$ cat config.mk
export PLATFORM = sky130hd
export DESIGN_NAME = filler_octet_insert
export DESIGN_NICKNAME = d
export VERILOG_FILES = /design/src/logic/udt_pkg.sv /design/src/logic/filler_octet_insert.sv /design/src/logic/udt_late_timer.sv
export VERILOG_INCLUDE_DIRS = /design/src /design/src/logic
export SDC_FILE = /design/constraint.sdc
export NUM_CORES = 2
export LEC_CHECK = 0
export BUFFER_PORTS_ARGS = -buffer_cell sky130_fd_sc_hd__buf_2
export CAP_MARGIN = 20
export CORE_UTILIZATION = 58
export DETAILED_ROUTE_END_ITERATION = 8
export PLACE_DENSITY = 0.79
export SYNTH_ARGS = -nofsm -noshare
export SYNTH_HDL_FRONTEND = slang
export SYNTH_HIERARCHICAL = 1
export SYNTH_SLANG_ARGS = --single-unit
$ cat constraint.sdc
create_clock -name pclk -period 3.5 [get_ports pclk]
set_input_delay 0.35 -clock pclk [delete_from_list [all_inputs] [get_ports pclk]]
set_output_delay 0.35 -clock pclk [all_outputs]
set_load 0.02 [all_outputs]
$ cat src/logic/udt_regs.svh
/*
 * Register map, field positions, reset values and timing counts of the
 * unstructured reassembly dummy-cell insertion block.
 * Assumes a 32-bit APB bus where each register index maps to byte index*4.
 */
`ifndef UDT_REGS_SVH
`define UDT_REGS_SVH

`define UDT_CTRL_IDX        16'h2000
`define UDT_STAT_IDX        16'h2001
`define UDT_TMO_BASE_IDX    16'h3200
`define UDT_TMO_STEP_IDX    2

`define UDT_CTRL_RST        16'h00FF
`define UDT_FILL_RST        8'hFF
`define UDT_FILL_MSB        7
`define UDT_INS_LOST_BIT    8
`define UDT_LATE_BIT        9

`define UDT_CELL_OCTETS     6'd47
`define UDT_MAX_LOST        8'd7
`define UDT_MAX_DEFAULT     8'd2

`define UDT_CLK_NS          10
`define UDT_TICK_NS         1000
`define UDT_TICK_CYCLES     ((`UDT_TICK_NS + `UDT_CLK_NS - 1) / `UDT_CLK_NS)

`endif

$ cat src/logic/udt_pkg.sv
/*
 * Types shared by the dummy-cell insertion block.
 * Assumes at most 32 ports, so a port number fits in five bits.
 */
`default_nettype none

package udt_pkg;

    timeunit 1ns;
    timeprecision 1ps;

    localparam int UDT_PW = 5;

    typedef enum logic {
        UDT_IDLE,
        UDT_FILL
    } udt_state_t;

    typedef struct packed {
        logic [UDT_PW-1:0] port;
        logic [7:0]        count;
    } udt_loss_t;

    typedef struct packed {
        logic [UDT_PW-1:0] port;
        logic [7:0]        data;
    } udt_buf_wr_t;

endpackage

`default_nettype wire

$ cat src/logic/filler_octet_insert.sv
/*
 * Dummy-cell insertion control of the unstructured reassembly path, with
 * its APB register file and one late-cell timer per port.
 * Assumes cell-stream inputs are synchronous to pclk and that the circular
 * buffer writer accepts one octet per cycle while buf_wr_ready is high.
 */
// Added by the designer: the APB slave port.
`default_nettype none

`include "udt_regs.svh"

// What this block does
// - Control register low byte holds the programmable filler octet for dummy cells.
// - Each dummy cell writes the filler octet 47 times into the port buffer.
// - Filler octet resets to FF (silence); control register resets to 00FF.
// - With bit 8 set, insert one dummy cell per lost cell, up to seven.
// - With bit 8 clear, at most two dummy cells per multi-cell loss.
// - With bit 9 set, a late in-sync port gets one dummy cell.
// - Each port's late timeout comes from its own timeout register.
// - Control register bits 15 to 10 read as zero.
module filler_octet_insert
    import udt_pkg::*;
#(
    parameter int NPORTS = 28,
    parameter int TW     = 16
) (
    input  wire logic                pclk,
    input  wire logic                presetn,
    input  wire logic                ce,
    input  wire logic                psel,
    input  wire logic                penable,
    input  wire logic                pwrite,
    input  wire logic [15:0]         paddr,
    input  wire logic [31:0]         pwdata,
    output logic      [31:0]         prdata,
    output logic                     pready,
    output logic                     pslverr,
    input  wire logic                loss_valid,
    input  wire udt_pkg::udt_loss_t  loss,
    output logic                     loss_ready,
    input  wire logic                cell_arrive,
    input  wire logic [UDT_PW-1:0]   cell_port,
    input  wire logic [NPORTS-1:0]   port_in_sync,
    output logic                     buf_wr_valid,
    output udt_pkg::udt_buf_wr_t     buf_wr,
    input  wire logic                buf_wr_ready
);
    timeunit 1ns;
    timeprecision 1ps;
    import udt_pkg::*;

    localparam logic [15:0] CTRL_ADDR = 16'(`UDT_CTRL_IDX * 4);
    localparam logic [15:0] STAT_ADDR = 16'(`UDT_STAT_IDX * 4);
    localparam logic [15:0] TMO_ADDR  = 16'(`UDT_TMO_BASE_IDX * 4);
    localparam int          TMO_SHIFT = $clog2(`UDT_TMO_STEP_IDX * 4);
    localparam logic [15:0] TICK_LAST = 16'(`UDT_TICK_CYCLES - 1);

    typedef struct packed {
        logic                     pready;
        logic                     pslverr;
        logic [31:0]              prdata;
        logic [7:0]               filler;
        logic                     ins_lost;
        logic                     late_en;
        logic [NPORTS-1:0][TW-1:0] tmo;
        udt_state_t               st;
        logic [UDT_PW-1:0]        cur_port;
        logic [7:0]               cur_fill;
        logic [2:0]               cells;
        logic [5:0]               octs;
        logic                     wr_valid;
        logic                     loss_ready;
        logic [NPORTS-1:0]        late_ack;
        logic [15:0]              tick_cnt;
        logic                     tick;
        logic [15:0]              ins_count;
    } udt_state_reg_t;

    udt_state_reg_t    s;
    udt_state_reg_t    n;
    logic [NPORTS-1:0] expired;
    logic [15:0]       tmo_off;
    logic [UDT_PW-1:0] tmo_idx;
    logic              hit_ctrl;
    logic              hit_stat;
    logic              hit_tmo;
    logic [7:0]        want;
    logic              late_found;
    logic [UDT_PW-1:0] late_port;

    assign tmo_off  = paddr - TMO_ADDR;
    assign tmo_idx  = tmo_off[TMO_SHIFT +: UDT_PW];
    assign hit_ctrl = (paddr == CTRL_ADDR);
    assign hit_stat = (paddr == STAT_ADDR);
    assign hit_tmo  = (paddr >= TMO_ADDR) && (tmo_off[TMO_SHIFT-1:0] == '0)
                      && (32'(tmo_off >> TMO_SHIFT) < NPORTS);

    genvar gi;
    generate
        for (gi = 0; gi < NPORTS; gi++) begin : g_tmr
            udt_late_timer #(
                .TW(TW)
            ) u_tmr (
                .pclk    (pclk),
                .presetn (presetn),
                .ce      (ce),
                .run     (s.late_en && port_in_sync[gi]),
                .restart (cell_arrive && cell_port == UDT_PW'(gi)),
                .tick    (s.tick),
                .timeout (s.tmo[gi]),
                .ack     (s.late_ack[gi]),
                .expired (expired[gi])
            );
        end
    endgenerate

    // Lowest-numbered late port wins; fairness is not needed because each
    // service is short compared with any useful timeout.
    always_comb begin
        late_found = 1'b0;
        late_port  = '0;
        for (int i = NPORTS - 1; i >= 0; i--) begin
            if (expired[i]) begin
                late_found = 1'b1;
                late_port  = UDT_PW'(i);
            end
        end
    end

    always_comb begin
        n          = s;
        n.pready   = 1'b0;
        n.pslverr  = 1'b0;
        n.late_ack = '0;
        n.tick     = 1'b0;
        want       = 8'h00;

        if (s.tick_cnt == TICK_LAST) begin
            n.tick_cnt = 16'h0000;
            n.tick     = 1'b1;
        end else begin
            n.tick_cnt = s.tick_cnt + 16'h0001;
        end

        // One wait state: the answer is prepared in the first access cycle.
        if (psel && penable && !s.pready) begin
            n.pready  = 1'b1;
            n.pslverr = !(hit_ctrl || hit_stat || hit_tmo);
            n.prdata  = 32'h0000_0000;
            if (hit_ctrl) begin
                n.prdata = {22'h0, s.late_en, s.ins_lost, s.filler};
            end else if (hit_stat) begin
                n.prdata = {s.ins_count, 7'h00, s.cells, s.cur_port, s.st == UDT_FILL};
            end else if (hit_tmo) begin
                n.prdata = 32'(s.tmo[tmo_idx]);
            end
        end
        if (psel && penable && s.pready && pwrite) begin
            if (hit_ctrl) begin
                n.filler   = pwdata[`UDT_FILL_MSB:0];
                n.ins_lost = pwdata[`UDT_INS_LOST_BIT];
                n.late_en  = pwdata[`UDT_LATE_BIT];
            end else if (hit_tmo) begin
                n.tmo[tmo_idx] = pwdata[TW-1:0];
            end
        end

        case (s.st)
            UDT_IDLE: begin
                if (loss_valid && s.loss_ready) begin
                    if (s.ins_lost) begin
                        want = (loss.count > `UDT_MAX_LOST) ? `UDT_MAX_LOST
                                                             : loss.count;
                    end else begin
                        want = (loss.count > `UDT_MAX_DEFAULT) ? `UDT_MAX_DEFAULT
                                                                : loss.count;
                    end
                    n.cur_port = loss.port;
                end else if (s.late_en && late_found) begin
                    want                  = 8'h01;
                    n.cur_port            = late_port;
                    n.late_ack[late_port] = 1'b1;
                end
                if (want != 8'h00) begin
                    // The control fields are sampled only here, at the decision.
                    n.cur_fill = s.filler;
                    n.cells    = want[2:0];
                    n.octs     = 6'd0;
                    n.wr_valid = 1'b1;
                    n.st       = UDT_FILL;
                end
            end
            UDT_FILL: begin
                if (s.wr_valid && buf_wr_ready) begin
                    if (s.octs == `UDT_CELL_OCTETS - 6'd1) begin
                        n.octs      = 6'd0;
                        n.ins_count = s.ins_count + 16'h0001;
                        n.cells     = s.cells - 3'd1;
                        if (s.cells == 3'd1) begin
                            n.wr_valid = 1'b0;
                            n.st       = UDT_IDLE;
                        end
                    end else begin
                        n.octs = s.octs + 6'd1;
                    end
                end
            end
            default: begin
                n.st       = UDT_IDLE;
                n.wr_valid = 1'b0;
            end
        endcase

        n.loss_ready = (n.st == UDT_IDLE) && !(loss_valid && s.loss_ready);
    end

    always_ff @(posedge pclk or negedge presetn) begin
        if (!presetn) begin
            s        <= '0;
            s.filler <= `UDT_FILL_RST;
        end else if (ce) begin
            s <= n;
        end
    end

    assign prdata       = s.prdata;
    assign pready       = s.pready;
    assign pslverr      = s.pslverr;
    assign loss_ready   = s.loss_ready;
    assign buf_wr_valid = s.wr_valid;
    assign buf_wr.port  = s.cur_port;
    assign buf_wr.data  = s.cur_fill;

endmodule

`default_nettype wire

$ cat src/logic/udt_late_timer.sv
/*
 * Late-cell timer of one port: counts ticks since the last cell and raises
 * a sticky expiry flag when the port's timeout passes.
 * Assumes tick is a one-cycle pulse from the parent's prescaler.
 */
`default_nettype none

module udt_late_timer #(
    parameter int TW = 16
) (
    input  wire logic          pclk,
    input  wire logic          presetn,
    input  wire logic          ce,
    input  wire logic          run,
    input  wire logic          restart,
    input  wire logic          tick,
    input  wire logic [TW-1:0] timeout,
    input  wire logic          ack,
    output logic               expired
);
    timeunit 1ns;
    timeprecision 1ps;

    typedef struct packed {
        logic [TW-1:0] cnt;
        logic          exp;
    } udt_tmr_t;

    udt_tmr_t s;
    udt_tmr_t n;
    logic     set_exp;

    always_comb begin
        n       = s;
        set_exp = 1'b0;
        if (restart || !run) begin
            n.cnt = '0;
        end else if (tick && timeout != '0) begin
            if (s.cnt + TW'(1) >= timeout) begin
                set_exp = 1'b1;
                n.cnt   = '0;
            end else begin
                n.cnt = s.cnt + TW'(1);
            end
        end
        // An expiry in the same cycle as the acknowledge is kept pending.
        if (set_exp) begin
            n.exp = 1'b1;
        end else if (ack || !run) begin
            n.exp = 1'b0;
        end
    end

    always_ff @(posedge pclk or negedge presetn) begin
        if (!presetn) begin
            s <= '0;
        end else if (ce) begin
            s <= n;
        end
    end

    assign expired = s.exp;

endmodule

`default_nettype wire

==> results.json <==
{
  "coreArea_um2": 122000,
  "fin_nets": 7833,
  "rr_worst_depth": 12,
  "hold_path_class": "primary input to flop",
  "final_layout_size_suffix_gt1_share_pct": 20.8,
  "fmax_mhz": 301,
  "dieArea_um2": 125000,
  "grt_use_met2_pct": 52.1,
  "path_clk_slew_ns": 0.06,
  "layout_commonest_cell": "dfrtp_1",
  "ys_types": 84,
  "cts.sinks": 1054,
  "p_leak_nw": 34.9,
  "synth_area_um2": 71900,
  "path_common_cell": "buf_4",
  "r2r_end": "g_tmr[13].u_tmr/s[8]",
  "syn_nets": 7741,
  "syn_area_per_cell_um2": 10.1,
  "die_width_um": 354,
  "routed_via_density": 6.54,
  "start_util_pct": 58.8,
  "p_per_area_nw_per_um2": 343,
  "worstSetupEndpoint": "g_tmr[13].u_tmr/s[8]",
  "cts_tree": "done",
  "end_kind": "flop",
  "grt_overflow": 0,
  "area_delta_synth_final_pct": 8.57,
  "worstPathArrival_ns": 3.96,
  "use_met1_pct": 43.9,
  "final_cells": 8986,
  "max_stage_delay_ns": 0.51,
  "place.gp.congestion": 1.02,
  "grt_util_met3_pct": 9.01,
  "avgRoutedWirePerCell_um": 24.1,
  "yosysSeqAreaShare_pct": 36.7,
  "synth_edf_count": 0,
  "cap_violations": 0,
  "clock-skew-final_ns": 0.0327,
  "clk_latency_ns": 0.73,
  "synth_cells": 7155,
  "grt_pass1_wl_um": 334000,
  "vias": 58800,
  "cts-root-buf": "clkbuf_16",
  "fp.dieH_um": 354,
  "setup_viol": 0,
  "worstMarginPinSlew_ns": 1.27,
  "grt_antenna_before_repair": 24,
  "crit_type": "flop to flop",
  "cts_buffers": 114,
  "grt_max_degree": 147,
  "p_total_mw": 26.8,
  "wl_um": 217000,
  "required_ns": 4.14,
  "run_status": "completed",
  "period_minus_slack_ns": 3.32,
  "slew_headroom_pct": 15.1,
  "drtPass1Iterations": 6,
  "start_kind": "flop",
  "ys_ff_latch": 1054,
  "fin_setup_tns_ns": 0,
  "cts_buffer_depth": 3,
  "drt_iter0_markers": 6401,
  "busiest_layer": "met2",
  "r2r_start": "g_tmr[13].u_tmr/s[6]",
  "slowest_stage": "dfrtp_1",
  "critPathLaunch": "g_tmr[13].u_tmr/s[6]",
  "io-pin-count": 152,
  "grt_pass1_vias": 57000,
  "ir_worst_vdd_mv": 0.413,
  "ys.flop_type": "dfrtp_1",
  "most-common-layout-cells": "1044 x dfrtp_1, 705 x nand2_1, 521 x inv_1",
  "crit_chain": "and4_4 > nand4_1 > or3_1 > nand2_1 > ha_1 > a211oi_2 > o2111ai_1 > nor4_4 > buf_4 > buf_4 > o21a_4 > a22o_1",
  "r2r_setup_slack_ns": 0.18,
  "numPortBuffers": 135,
  "post-route-drc-count": 0,
  "crit_fanout": 8,
  "postRouteAntennaNets": 0,
  "std_cell_rows": 128,
  "yosys_warnings": 6,
  "ys_async_sr_fraction_pct": 100,
  "period_share_pct": 94.8,
  "finalMaxSlewViolations": 0,
  "cts_max_level": 3,
  "hpwl_um": 156000,
  "fill_cells": 9488,
  "place_inst": 8733,
  "grt_usage_pct": 34.0,
  "finalHoldViolCount": 0
}
worst max-delay path: cells and delay by family, from the launching register on:
kind / cells / cell delay (ns)
compound gates: 4 / 0.79
fa+ha+maj: 1 / 0.25
buf+inv: 2 / 0.31
simple gates: 5 / 1.38
flops: 1 / 0.51
sequential cells by signal, indices dropped and copies added (netlist names), 13 cells and up:
| name | count |
|---|---|
| g_tmr.u_tmr/s | 448 |
| buf_wr | 13 |
| g_tmr.u_tmr/expired | 28 |
| s | 529 |
| prdata | 32 |
synthesized netlist by cell type, drive strengths merged (31+ instances only):
| master | number | share of area, % |
|---|---|---|
| nand2b | 38 | 0.33 |
| nor2 | 351 | 1.9 |
| a22o | 214 | 2.6 |
| o2111ai | 114 | 1.4 |
| or2 | 31 | 0.27 |
| nand3 | 221 | 1.6 |
| xor2 | 125 | 1.8 |
| inv | 523 | 2.7 |
| ha | 483 | 8.4 |
| xnor2 | 270 | 3.3 |
| a211oi | 59 | 0.81 |
| o211ai | 367 | 3.8 |
| or3 | 37 | 0.32 |
| mux2 | 474 | 7.4 |
| and4 | 85 | 1.2 |
| dfrtp | 1046 | 36 |
| a21oi | 161 | 1.3 |
| nand4 | 153 | 1.3 |
| o21a | 31 | 0.62 |
| nor4 | 169 | 2.1 |
| and2 | 117 | 1.0 |
| clkbuf | 113 | 0.64 |
| nor3 | 163 | 1.2 |
| o21ai | 257 | 2.4 |
| o21bai | 35 | 0.37 |
| nand2 | 717 | 3.8 |
| and3 | 62 | 0.59 |
| o22ai | 36 | 0.31 |
| buf | 246 | 2.5 |
| mux4 | 112 | 3.5 |
| nor2b | 70 | 0.61 |
area by class of cell:
class | instances | area [um^2] | share of cell area [%]
Clock buffer | 149 | 3180 | 4.07
Multi-Input combinational cell | 5191 | 41000 | 52.5
Antenna cell | 17 | 42.5 | 0.0545
Clock inverter | 64 | 812 | 1.04
Timing Repair Buffer | 363 | 2680 | 3.43
Inverter | 523 | 1960 | 2.51
Tap cell | 1625 | 2030 | 2.60
Sequential cell | 1054 | 26400 | 33.8
logic make-up (layout without fill, tap and decap cells):
group	count (synthesis)	in the layout	share of synthesized area, %
adders and majority gates	483	483	8.40
buffers and inverters	910	1099	6.36
muxes	595	595	11.1
xor gates and xnor gates	395	395	5.10
and+or+nand+nor	2289	2289	16.9
AOI/OAI and AO/OA	1429	1429	15.5
other	0	17	0
DFF	1054	1054	36.7
layer usage:
metal | vias to the layer above | wire [um]
li1 | 26400 | -
met3 | 663 | 21600
met5 | - | 181
met4 | 22 | 13400
met1 | 29000 | 85500
met2 | 2664 | 96000
timing repair:
| item | 4_1_cts | 5_1_grt |
|---|---|---|
| endpoints found under the hold margin | 125 | 0 |
| hold buffers | 6 | 0 |
| endpoints found under the setup margin | 0 | 64 |
| setup buffers | 0 | 17 |
| gates resized for setup | 0 | 8 |
where the power goes:
| part | switching, mW | total, mW | internal, mW |
|---|---|---|---|
| registers | 0.116 | 12.4 | 12.3 |
| logic | 1.05 | 1.41 | 0.368 |
| clock network | 5.36 | 13.0 | 7.59 |
worst min-delay path by stage:
stage,endpoint,depth (start not counted),startpoint,slack [ns]
global placement,s[382],1,presetn,0.30
floorplan,buf_wr[0],0,presetn,0.05
finish,s[71],3,loss[2],0.03
CTS,s[71],3,loss[2],0.01
global route,s[71],3,loss[2],0.04
detailed placement,s[382],1,presetn,0.29
per-stage QoR:
step / cell area (um^2) / setup slack [ns] / utilization [%] / hold WS, ns
global placement: 73800 / 0.218 / 60.4 / 0.297
global route: 78100 / -0.0371 / 63.8 / 0.0439
detailed placement: 73800 / 0.0938 / 60.4 / 0.294
CTS: 77900 / 0.0904 / 63.7 / 0.0148
floorplan: 71900 / 0.814 / - / 0.0544
finish: 78100 / 0.180 / 63.8 / 0.0331
(Power assumes the default switching activity.)
